[src/hdl/pim_pkg.sv]
// Package: register map, reset values and pin map of the parallel pin mux
package pim_pkg;
    localparam int unsigned NUM_SETS   = 3;
    localparam int unsigned SET_WIDTH  = 16;
    localparam int unsigned LOCK_BIT   = 15;
    localparam int unsigned ADDR_WIDTH = 12;

    // Byte offsets within the block, stride 0x10 per set
    localparam logic [11:0] OFS_DATA   = 12'h000;
    localparam logic [11:0] OFS_DIR    = 12'h004;
    localparam logic [11:0] OFS_SEL    = 12'h008;
    localparam logic [11:0] SET_STRIDE = 12'h010;

    // Reset values: data high, all inputs, all alternate function, unlocked
    localparam logic [14:0] DATA_RESET = 15'h7fff;
    localparam logic [14:0] DIR_RESET  = 15'h0000;
    localparam logic [14:0] SEL_RESET  = 15'h7fff;

    // Bits of each set that own a pin (set 0: 1..13, set 1: 0..14, set 2: 2..14)
    localparam logic [14:0] SET0_USED  = 15'h3ffe;
    localparam logic [14:0] SET1_USED  = 15'h7fff;
    localparam logic [14:0] SET2_USED  = 15'h7ffc;

    // Pin capability per set bit: can drive / can be an input
    localparam logic [14:0] SET0_OUT_OK = 15'h3ffe;
    localparam logic [14:0] SET1_OUT_OK = 15'h7fff;
    localparam logic [14:0] SET2_OUT_OK = 15'h7ffc;
    localparam logic [14:0] SET0_IN_OK  = 15'h3ffe;
    localparam logic [14:0] SET1_IN_OK  = 15'h7fff;
    localparam logic [14:0] SET2_IN_OK  = 15'h7ffc;

    // Alternate function drive direction per set bit: 1 = peripheral drives the pin
    localparam logic [14:0] SET0_ALT_OUT = 15'h3f06;
    localparam logic [14:0] SET1_ALT_OUT = 15'h0000;
    localparam logic [14:0] SET2_ALT_OUT = 15'h09dc;
endpackage : pim_pkg

[src/hdl/pim_regs_if.sv]
// Interface: register values and write strobes between the bus slave and pin set logic
`timescale 1ns/10ps
`default_nettype none
interface pim_regs_if;
    logic [14:0] wdata;
    logic        wr_data;
    logic        wr_dir;
    logic        wr_sel;
    logic        lock_wr;
    logic [15:0] data_q;
    logic [15:0] dir_q;
    logic [15:0] sel_q;
    modport ctrl (output wdata, output wr_data, output wr_dir, output wr_sel, output lock_wr,
                  input data_q, input dir_q, input sel_q);
    modport set  (input wdata, input wr_data, input wr_dir, input wr_sel, input lock_wr,
                  output data_q, output dir_q, output sel_q);
endinterface : pim_regs_if
`default_nettype wire

[src/hdl/pim_set.sv]
// One 15-bit register set: data, direction and function select with locks
`timescale 1ns/10ps
`default_nettype none
module pim_set #(
    parameter logic [14:0] USED   = 15'h7fff,
    parameter logic [14:0] OUT_OK = 15'h7fff,
    parameter logic [14:0] IN_OK  = 15'h7fff
) (
    // Clock and reset
    input  wire logic        clk,
    input  wire logic        arst_n,
    // Register access
    pim_regs_if.set          regs,
    // Synchronised pin levels for read back
    input  wire logic [14:0] pin_level
);
    typedef struct packed {
        logic [14:0] data;
        logic [14:0] dir;
        logic [14:0] sel;
        logic        dir_lock;
        logic        sel_lock;
    } pim_set_state_type;

    pim_set_state_type st;
    pim_set_state_type next_st;

    always_comb begin
        next_st = st;
        if (regs.wr_data) begin
            next_st.data = regs.wdata & USED;
        end
        if (regs.wr_dir && !st.dir_lock) begin
            // Input-only pins never take an output direction, output-only stay output
            next_st.dir      = ((regs.wdata & OUT_OK) | ~IN_OK) & USED;
            next_st.dir_lock = regs.lock_wr;
        end
        if (regs.wr_sel && !st.sel_lock) begin
            next_st.sel      = regs.wdata & USED;
            next_st.sel_lock = regs.lock_wr;
        end
    end

    always_ff @(posedge clk or negedge arst_n) begin
        if (!arst_n) begin
            st.data     <= pim_pkg::DATA_RESET;
            st.dir      <= pim_pkg::DIR_RESET;
            st.sel      <= pim_pkg::SEL_RESET;
            st.dir_lock <= 1'b0;
            st.sel_lock <= 1'b0;
        end else begin
            st <= next_st;
        end
    end

    // Data reads return the pin level for inputs, the register for driven pins
    assign regs.data_q = {1'b0, ((st.dir & st.data) | (~st.dir & pin_level)) & USED};
    assign regs.dir_q  = {st.dir_lock, st.dir};
    assign regs.sel_q  = {st.sel_lock, st.sel};
endmodule : pim_set
`default_nettype wire

[src/hdl/pim_top.sv]
// Parallel I/O pin mux: APB registers, three pin sets and the output multiplexer
// Function
// - Software sets each shared pin as input or output within its capability.
// - Each pin carries one alternate peripheral signal or software I/O.
// - Inputs toward peripherals get no extra synchroniser stages here.
// - Peripheral outputs pass the mux and then one register stage here before reaching the pads.
// - Pins are input-only, output-only or bidirectional; direction honours the class.
// - Each pin driven from its register bit; reads return the pin state, except pins with direction one, which read back the data register.
// - With alternate function, direction follows the peripheral signal direction.
// - Each pin maps to one set index and one bit for all registers.
// - Fixed map: set1 0-14 pins17-31, set2 12-14 pins14-16, 2-11 pins32-41, set0 1-13.
// - Direction one is output, zero input; resets to input.
// - Select one routes the peripheral, zero general purpose; resets to one.
// - Writing lock bit one blocks later direction or select writes.
// - Data bit one means high pin; data resets to one.
`timescale 1ns/10ps
`default_nettype none
module pim_top (
    // Clock and reset
    input  wire logic        clk,
    input  wire logic        arst_n,
    // APB slave
    input  wire logic        psel,
    input  wire logic        penable,
    input  wire logic        pwrite,
    input  wire logic [11:0] paddr,
    input  wire logic [31:0] pwdata,
    output var  logic [31:0] prdata,
    output var  logic        pready,
    output var  logic        pslverr,
    // Pads, indexed by set*16+bit
    input  wire logic [47:0] pin_in,
    output var  logic [47:0] pin_out,
    output var  logic [47:0] pin_oe,
    // Peripheral side, same indexing
    input  wire logic [47:0] alt_out,
    input  wire logic [47:0] alt_oe,
    output var  logic [47:0] alt_in
);
    localparam logic [44:0] USED_ALL   = {pim_pkg::SET2_USED, pim_pkg::SET1_USED,
                                          pim_pkg::SET0_USED};
    localparam logic [44:0] ALTOUT_ALL = {pim_pkg::SET2_ALT_OUT, pim_pkg::SET1_ALT_OUT,
                                          pim_pkg::SET0_ALT_OUT};
    localparam logic [44:0] OUTOK_ALL  = {pim_pkg::SET2_OUT_OK, pim_pkg::SET1_OUT_OK,
                                          pim_pkg::SET0_OUT_OK};
    localparam logic [44:0] INOK_ALL   = {pim_pkg::SET2_IN_OK, pim_pkg::SET1_IN_OK,
                                          pim_pkg::SET0_IN_OK};

    typedef struct packed {
        logic [31:0] rdata;
        logic        ready;
        logic        err;
        logic [47:0] sync1;
        logic [47:0] sync2;
        logic [47:0] pout;
        logic [47:0] poe;
        logic [47:0] ain;
    } pim_top_state_type;

    pim_top_state_type st;
    pim_top_state_type next_st;

    pim_regs_if rif [3] ();
    logic [2:0] set_hit;
    logic [1:0] set_idx;
    logic [3:0] reg_ofs;
    logic       access;
    logic       hit;

    assign set_idx = paddr[5:4];
    assign reg_ofs = paddr[3:0];
    assign access  = psel && penable && !st.ready;

    genvar g;
    generate
        for (g = 0; g < 3; g++) begin : g_set
            localparam int unsigned B = g * 15;
            assign set_hit[g]       = (set_idx == 2'(g)) && (paddr[11:6] == 6'h00)
                                      && (paddr[1:0] == 2'h0);
            assign rif[g].wdata     = pwdata[14:0];
            assign rif[g].lock_wr   = pwdata[pim_pkg::LOCK_BIT];
            assign rif[g].wr_data   = access && pwrite && set_hit[g]
                                      && reg_ofs == pim_pkg::OFS_DATA[3:0];
            assign rif[g].wr_dir    = access && pwrite && set_hit[g]
                                      && reg_ofs == pim_pkg::OFS_DIR[3:0];
            assign rif[g].wr_sel    = access && pwrite && set_hit[g]
                                      && reg_ofs == pim_pkg::OFS_SEL[3:0];
            pim_set #(
                .USED   (USED_ALL[B +: 15]),
                .OUT_OK (OUTOK_ALL[B +: 15]),
                .IN_OK  (INOK_ALL[B +: 15])
            ) u_set (
                .clk       (clk),
                .arst_n    (arst_n),
                .regs      (rif[g]),
                .pin_level (st.sync2[g*16 +: 15])
            );
        end
    endgenerate

    logic [15:0] rd_word [3];
    generate
        for (g = 0; g < 3; g++) begin : g_rd
            always_comb begin
                unique case (reg_ofs)
                    pim_pkg::OFS_DATA[3:0]: rd_word[g] = rif[g].data_q;
                    pim_pkg::OFS_DIR[3:0]:  rd_word[g] = rif[g].dir_q;
                    default:                rd_word[g] = rif[g].sel_q;
                endcase
            end
        end
    endgenerate

    assign hit = |set_hit && (reg_ofs == pim_pkg::OFS_DATA[3:0]
                 || reg_ofs == pim_pkg::OFS_DIR[3:0] || reg_ofs == pim_pkg::OFS_SEL[3:0]);

    // Elaboration checks: decode, pin packing and masks rely on this shape of the package
    generate
        if (pim_pkg::NUM_SETS != 3) begin : g_bad_sets
            $error("Pin mux serves exactly three register sets");
        end
        if (pim_pkg::SET_WIDTH != 16 || pim_pkg::LOCK_BIT != 15) begin : g_bad_width
            $error("Pin mux needs 16-bit sets with the lock in bit 15");
        end
        if (pim_pkg::ADDR_WIDTH != 12) begin : g_bad_addr
            $error("Pin mux decodes a 12-bit bus address");
        end
        if (pim_pkg::SET_STRIDE != 12'h010) begin : g_bad_stride
            $error("Set decode uses address bits 5:4, so the stride must be 0x10");
        end
        if (pim_pkg::OFS_DATA[11:4] != 8'h00 || pim_pkg::OFS_DIR[11:4] != 8'h00
            || pim_pkg::OFS_SEL[11:4] != 8'h00) begin : g_bad_ofs
            $error("Register offsets must lie inside one set stride");
        end
        if (pim_pkg::OFS_DATA[1:0] != 2'h0 || pim_pkg::OFS_DIR[1:0] != 2'h0
            || pim_pkg::OFS_SEL[1:0] != 2'h0) begin : g_bad_align
            $error("Register offsets must be word aligned");
        end
        if (pim_pkg::OFS_DATA == pim_pkg::OFS_DIR || pim_pkg::OFS_DATA == pim_pkg::OFS_SEL
            || pim_pkg::OFS_DIR == pim_pkg::OFS_SEL) begin : g_bad_dup
            $error("Register offsets must differ");
        end
        if ((OUTOK_ALL & ~USED_ALL) != 45'h0 || (INOK_ALL & ~USED_ALL) != 45'h0
            || (ALTOUT_ALL & ~USED_ALL) != 45'h0) begin : g_bad_mask
            $error("Capability or alternate drive set on a bit that owns no pad");
        end
    endgenerate

    // Per-pin multiplexer between the software bit and the alternate signal
    wire logic [47:0] mux_out;
    wire logic [47:0] mux_oe;
    wire logic [47:0] mux_ain;

    generate
        for (g = 0; g < 48; g++) begin : g_pin
            localparam int unsigned S   = g / 16;
            localparam int unsigned BIT = g % 16;
            if (BIT == 15) begin : g_lock_pos
                // The lock position of each set owns no pad
                assign mux_out[g] = 1'b0;
                assign mux_oe[g]  = 1'b0;
                assign mux_ain[g] = 1'b0;
            end else begin : g_pad
                localparam int unsigned K       = S * 15 + BIT;
                localparam bit          PAD     = USED_ALL[K];
                localparam bit          ALT_DRV = ALTOUT_ALL[K] && OUTOK_ALL[K];
                logic alt_sel;
                logic gp_drv;
                // Select resets to one on unmapped bits too, so mask it here
                assign alt_sel    = PAD && rif[S].sel_q[BIT];
                assign gp_drv     = PAD && rif[S].dir_q[BIT];
                // Direction follows the peripheral signal's own direction
                assign mux_out[g] = alt_sel ? alt_out[g]
                                  : (gp_drv && rif[S].data_q[BIT]);
                assign mux_oe[g]  = alt_sel ? (ALT_DRV && alt_oe[g]) : gp_drv;
                assign mux_ain[g] = alt_sel && pin_in[g];
            end
        end
    endgenerate

    always_comb begin
        next_st       = st;
        next_st.sync1 = pin_in;
        next_st.sync2 = st.sync1;
        next_st.ready = access;
        next_st.err   = access && !hit;
        next_st.rdata = '0;
        if (access && !pwrite && hit) begin
            next_st.rdata = {16'h0000, rd_word[set_idx]};
        end
        // Pads and the peripheral path take one register stage, nothing more
        next_st.pout  = mux_out;
        next_st.poe   = mux_oe;
        next_st.ain   = mux_ain;
    end

    always_ff @(posedge clk or negedge arst_n) begin
        if (!arst_n) begin
            st <= '0;
        end else begin
            st <= next_st;
        end
    end

    // The output stage is the single register the top-level outputs require
    assign prdata  = st.rdata;
    assign pready  = st.ready;
    assign pslverr = st.err;
    assign pin_out = st.pout;
    assign pin_oe  = st.poe;
    assign alt_in  = st.ain;
endmodule : pim_top
`default_nettype wire

[config.mk]
export PLATFORM = sky130hd
export DESIGN_NAME = pim_top
export DESIGN_NICKNAME = d
export VERILOG_FILES = /design/src/hdl/pim_pkg.sv /design/src/hdl/pim_regs_if.sv /design/src/hdl/pim_set.sv /design/src/hdl/pim_top.sv
export SDC_FILE = /design/constraint.sdc
export NUM_CORES = 1
export LEC_CHECK = 0
export ABC_CLOCK_PERIOD_IN_PS = 3700
export BUFFER_PORTS_ARGS = -buffer_cell sky130_fd_sc_hd__buf_2
export CAP_MARGIN = 40
export CELL_PAD_IN_SITES_DETAIL_PLACEMENT = 0
export CELL_PAD_IN_SITES_GLOBAL_PLACEMENT = 1
export CORE_UTILIZATION = 45
export DETAILED_ROUTE_END_ITERATION = 8
export GPL_TIMING_DRIVEN = 0
export HOLD_SLACK_MARGIN = 0.12
export MAX_ROUTING_LAYER = met4
export PLACE_DENSITY_LB_ADDON = 0.1
export SLEW_MARGIN = 20
export SYNTH_ARGS = -nofsm -noshare
export SYNTH_HDL_FRONTEND = slang
export SYNTH_HIERARCHICAL = 1
export SYNTH_SLANG_ARGS = --single-unit
[constraint.sdc]
create_clock -name clk -period 3.7 [get_ports clk]
set_clock_uncertainty 0.2 [all_clocks]
set_input_delay 0.37 -clock clk [delete_from_list [all_inputs] [get_ports clk]]
set_output_delay 0.37 -clock clk [all_outputs]
set_load 0.01 [all_outputs]
==> results of run 1 <==
==> sequential cells by signal (all words and copies together) (netlist names) <==
register	cells
g_set.u_set/regs.sel_q	46
pin_out	41
pready	1
g_set.u_set/st	41
g_set.u_set/regs.dir_q	44
st	41
alt_in	41
prdata	16
pin_oe	41
next_st	41
pslverr	1
==> routing by layer <==
metal | up-vias | share of wire (%) | global-route usage, % | routed length (µm)
met5 | - | 0 | - | 0
met4 | 0 | 1.8 | 5.18 | 670
met3 | 58 | 4.5 | 3.41 | 1630
met2 | 211 | 48 | 34.0 | 17600
met1 | 4763 | 45 | 27.9 | 16500
li1 | 4593 | - | - | -
==> path summary, 6_finish.rpt <==
| path | start | endpoint | slack, ns | cells past startpoint |
|---|---|---|---|---|
| max in group asynchronous | arst_n | g_set[2].u_set/st[37] | 2.08 | 3 |
| min in group asynchronous | arst_n | next_st[155] | 0.27 | 2 |
| setup reg to reg | pready | g_set[2].u_set/st[37] | 0.77 | 6 |
| setup / recovery | paddr[1] | g_set[2].u_set/st[37] | 0.45 | 8 |
| hold / removal | next_st[163] | st[163] | 0.14 | 0 |
| hold reg to reg | next_st[163] | st[163] | 0.14 | 0 |
==> stage by stage <==
stage | setup TNS [ns] | util (%)
CTS | 0 | 59.5
global route | 0 | 59.6
floorplan | 0 | -
finish | 0 | 59.6
global placement | -1489.40 | 51.9
detailed placement | 0 | 52.3
==> cell type report <==
type	instances	share of cell area (%)
multi-input combinational	548	23.1
clock inverter	11	0.510
sequential	354	43.5
clock buffer	61	5.68
buffer	309	11.3
inverter	1	0.0182
tap	455	2.76
timing repair buffer	398	13.1
==> cell usage in the layout, fill, tap and decap left out, drive strengths merged, types with 16 or more instances in the layout <==
| cell type | instances |
|---|---|
| buf | 578 |
| dfrtp | 270 |
| mux2 | 210 |
| dlygate4sd3 | 124 |
| dfstp | 84 |
| clkbuf | 66 |
| nand2 | 49 |
| conb | 48 |
| and2 | 44 |
| nor2 | 36 |
| nor2b | 29 |
| o21ai | 22 |
| a22o | 19 |
| mux4 | 16 |
| mux2i | 16 |
| a21oi | 16 |
==> repair_timing <==
item | 4_1_cts | 5_1_grt
endpoints found under the hold margin | 359 | 0
buffers inserted | 0 | 0
hold buffers | 124 | 0
==> report_power, final <==
| part | internal [µW] | leakage [µW] | switching, µW |
|---|---|---|---|
| clock network | 2320 | 0.000634 | 1520 |
| logic | 244 | 0.00562 | 256 |
| registers | 3920 | 0.00445 | 12.0 |
==> flow_metrics.py, run 1 <==
metrics = {
    "run_status": {
        "outcome": "finished, final reports clean",
    },
    "setup_path": {
        "cp.arrival_ns": 3.49,
        "critical_path.top_delay_family": "simple AND/OR/NAND/NOR gates",
        "start_kind": "primary input",
        "worst-setup-path-type": "primary input to flop",
        "slowest_stage": "nor3_1",
        "cpPeakStageDelay_ns": 0.56,
        "cp_max_fo": 10,
        "cp.buffers_inverters": 3,
        "path_cells": "dlygate4sd3_1, buf_2, nor4_2, nand4_1, or3_1, nor3_1, buf_4, mux2_2",
        "critical_path_required_ns": 3.94,
        "crit_path_end_kind": "flop",
    },
    "grt": {
        "grt.total_usage_pct": 21.1,
        "grt_pass1_wl_um": 56300,
        "grt_start_max_net_pins": 98,
        "grt_overflow": 0,
        "grt_pass1_vias": 10077,
        "antenna_found_initial": 0,
    },
    "clock_tree": {
        "clk_latency_ns": 0.52,
        "clkTransAtPathRegs_ns": 0.06,
        "clkSinkCount": 354,
        "cts_buffer_depth": 3,
        "cts_buffers": 40,
        "cts_max_level": 2,
        "cts-resized-gates": 0,
        "root_buffer": "clkbuf_16",
        "cts_tree": "yes",
    },
    "power_and_ir_drop": {
        "total_power_uw": 8270,
        "leakage_uw": 0.0107,
        "powerDensity_nw_per_um2": 401,
        "peakVddDrop_uv": 249,
    },
    "sta": {
        "fin_crit_sh_pct": 87.8,
        "period_minus_slack_ns": 3.25,
        "max_freq_mhz": 308,
        "setup_slack_ns": 0.451,
        "max_slew_margin_pct": 48.8,
        "slew_viol_final": 0,
        "rsz0062_at_grt": "false",
        "setup_viol": 0,
        "whs_ns": 0.143,
        "hold_viol_final": 0,
        "tightest_slew_ns": 0.766,
    },
    "placed_design": {
        "place_area_um2": 18100,
        "pre_cts_slack_ns": 0.388,
        "place_hpwl_um": 25000,
        "portBuffers": 268,
        "place_inst": 1940,
        "routabilityCongestion": 0.778,
    },
    "cells_and_area": {
        "multi_input_area_um2": 4770,
        "diodes": 0,
        "final_cells": 2137,
        "fin_area_um2": 20600,
        "drive_gt1_share_pct": 56.0,
        "fill_cells": 2892,
        "area.sequential_um2": 8960,
        "syn2layout_area_growth_pct": 29.6,
        "fin_nets": 1845,
    },
    "die": {
        "num_io_pins": 371,
        "fp.dieH_um": 190,
        "initial_core_util_pct": 45.9,
        "dieArea_um2": 36100,
        "std_cell_rows": 68,
        "core_area_um2": 34600,
        "die_x_um": 190,
    },
    "detailed_routing": {
        "initialDrtViolationCount": 388,
        "drc": 0,
        "ant_nets": 0,
        "routed_wl_um": 36400,
        "via_count": 9625,
        "dr.pass1.iters": 4,
        "wire_per_inst_um": 17.0,
        "vias_per_cell": 4.50,
    },
    "synthesis": {
        "netlist_instances": 1168,
        "ys.warnings.count": 6,
        "avgSynthCellArea_um2": 13.6,
        "syn-cell-area_um2": 15900,
    },
    "run": {
        "cap_violations": 0,
    },
    "hold_path": {
        "min_path_type": "flop to flop",
    },
}
No activity file was read; power rests on OpenSTA's default activity.
==> run 2: changes to the inputs <==
--- a/config.mk
+++ b/config.mk
@@ -19,5 +19,4 @@
 export SLEW_MARGIN = 20
 export SYNTH_ARGS = -nofsm -noshare
 export SYNTH_HDL_FRONTEND = slang
-export SYNTH_HIERARCHICAL = 1
 export SYNTH_SLANG_ARGS = --single-unit
==> flow_metrics.py, run 2 <==
metrics = {
    "synthesis": {
        "synth_most_common_cell": "dfrtp_1",
        "synth.distinct_cells": 44,
        "async_flop_share_pct": 100,
        "synth-edff-count": 0,
        "ys.warnings.count": 0,
        "netlist_instances": 975,
        "synth_top_area_share_pct": 49.2,
        "avgSynthCellArea_um2": 14.1,
        "yosysSeqAreaShare_pct": 65.3,
        "synth_area_leaders": "dfrtp_1 49%, dfstp_2 16%, mux2_2 6.6%",
        "synthFlopType": "dfrtp_1",
        "synth_common_cells": "270 x dfrtp_1, 84 x dfstp_2, 80 x mux2_2",
        "synth_top_cell_by_area": "dfrtp_1",
        "syn-cell-area_um2": 13700,
        "synth-seq-cells": 354,
    },
    "detailed_routing": {
        "dr.pass1.iters": 5,
        "routed_wl_um": 36600,
        "wire_per_inst_um": 19.5,
        "vias_per_cell": 4.98,
        "initialDrtViolationCount": 550,
        "via_count": 9328,
        "drc": 0,
        "ant_nets": 0,
    },
    "setup_path": {
        "worst-setup-path-type": "primary input to flop",
        "critical_path_required_ns": 3.93,
        "regToRegSetupSlack_ns": 1.11,
        "cp.arrival_ns": 3.49,
        "r2r-start": "pready",
        "crit_path_end_kind": "flop",
        "cpPeakStageDelay_ns": 0.74,
        "start_kind": "primary input",
        "cp_common_cell": "clkbuf_1",
        "path_cells": "dlygate4sd3_1, buf_2, clkbuf_1, nor2b_1, clkbuf_1, o221ai_1, a31oi_1",
        "ff2ff_path_depth": 5,
        "slowest_stage": "clkbuf_1",
        "r2r_end": "g_set[0].u_set.st[44]",
        "cp_max_fo": 10,
    },
    "power_and_ir_drop": {
        "power.internal_uw": 6410,
        "p_comb_share_pct": 5.8,
        "powerDensity_nw_per_um2": 443,
        "peakVddDrop_uv": 356,
        "leakage_uw": 0.00909,
        "sequentialPowerShare_pct": 48.4,
        "swShare_pct": 21.2,
        "total_power_uw": 8140,
        "power.switching_uw": 1720,
        "p_clk_share_pct": 45.8,
    },
    "sta": {
        "setup_viol": 0,
        "max_freq_mhz": 307,
        "max_slew_margin_pct": 40.0,
        "fin_crit_sh_pct": 88.1,
        "rsz0062_at_grt": "false",
        "hold_viol_final": 0,
        "period_minus_slack_ns": 3.26,
        "tightest_slew_ns": 0.900,
        "setup_slack_ns": 0.440,
        "slew_viol_final": 0,
    },
    "grt": {
        "grt.total_usage_pct": 24.6,
        "grt_overflow": 0,
        "grt_pass1_vias": 9369,
        "grt_start_max_net_pins": 79,
        "antenna_found_initial": 2,
        "grt_pass1_wl_um": 55500,
    },
    "cells_and_area": {
        "diodes": 0,
        "final_common_cell": "buf_2",
        "drive_gt1_share_pct": 42.8,
        "mostFrequentLayoutCells": "277 x buf_2, 270 x dfrtp_1, 121 x dlygate4sd3_1",
        "largest_reg_flops": 46,
        "fin_nets": 1647,
        "syn2layout_area_growth_pct": 33.8,
    },
    "clock_tree": {
        "cts_setup_buffers": 0,
        "cts-resized-gates": 0,
        "root_buffer": "clkbuf_16",
        "clkTransAtPathRegs_ns": 0.06,
        "clk_latency_ns": 0.52,
        "cts_max_level": 2,
        "ctsHoldBuffers": 121,
        "cts_tree": "yes",
        "cts_buffer_depth": 3,
        "cts_buffers": 38,
        "clkSinkCount": 354,
    },
    "hold_path": {
        "min-delay-start": "paddr[3]",
        "hold_end": "pslverr",
        "min_path_type": "primary input to flop",
        "min_path_cells": 3,
    },
    "die": {
        "num_io_pins": 371,
        "die_x_um": 177,
        "fp.dieH_um": 177,
        "initial_core_util_pct": 46.1,
        "core_area_um2": 29800,
        "dieArea_um2": 31200,
        "std_cell_rows": 63,
    },
    "placed_design": {
        "pre_cts_slack_ns": 0.570,
        "place_hpwl_um": 24800,
        "portBuffers": 270,
        "routabilityCongestion": 0.831,
    },
    "run_status": {
        "outcome": "finished, final reports clean",
    },
    "run": {
        "cap_violations": 0,
    },
}
[run 2: worst max path at each step]
| stage | start | endpoint | slack, ns | cells after the start |
|---|---|---|---|---|
| 4_1_cts | paddr[4] | prdata[11] | 0.53 | 7 |
| 3_5_place_dp | paddr[4] | prdata[11] | 0.57 | 6 |
| 3_3_place_gp | arst_n | alt_in[11] | -4.66 | 1 |
| 5_1_grt | paddr[4] | prdata[11] | 0.44 | 7 |
| 2_1_floorplan | paddr[7] | g_set[1].u_set.regs.dir_q[10] | 1.60 | 6 |
| 6_report | paddr[4] | prdata[11] | 0.44 | 7 |
[run 2: critical path, delay by kind of cell]
kind,cells,cell delay [ns]
compound gates,2,0.60
buf+inv,4,1.89
simple gates,1,0.63
[run 2: power groups by stage]
stage                     Combinational (µW)  Sequential (µW)  Clock (µW)
after floorplan                          116             4000           0
after global placement                   348             4000           0
after detailed placement                 373             4010           0
after CTS                                472             3940        3810
after global routing                     514             3940        3980
final                                    471             3940        3730
[run 2: per-stage QoR]
step / TNS, ns / utilization (%) / hold WS [ns] / instance area [µm²] / std cells
3_5_place_dp: 0 / 53.4 / 0.125 / 15900 / 1682
5_1_grt: 0 / 61.6 / 0.138 / 18400 / 1872
4_1_cts: 0 / 61.6 / 0.123 / 18400 / 1871
3_3_place_gp: -1448.86 / 52.7 / 0.133 / 15700 / 1671
2_1_floorplan: 0 / - / -0.126 / 13900 / 1011
6_report: 0 / 61.6 / 0.134 / 18400 / 1872
[run 2: layer usage]
| layer | GRT usage, % | up-vias | wire [µm] |
|---|---|---|---|
| met5 | - | - | 0 |
| met4 | 6.18 | 0 | 711 |
| met3 | 3.39 | 47 | 2020 |
| met2 | 38.6 | 322 | 17600 |
| met1 | 33.9 | 4659 | 16300 |
| li1 | - | 4300 | - |
[run 2: kinds of logic after synthesis]
family          synth area share [%]
flops                           65.3
other cells                   0.0273
compound gates                  7.69
buf+inv                         3.80
simple gates                    10.1
mux                             13.1
[run 2: layout make-up]
class | instances | area [µm²]
inverter | 2 | 7.51
tap | 390 | 488
sequential | 354 | 8960
multi-input combinational | 579 | 4380
timing repair buffer | 403 | 2770
clock inverter | 4 | 45.0
buffer | 76 | 514
clock buffer | 64 | 1200
fill | 2416 | 11400
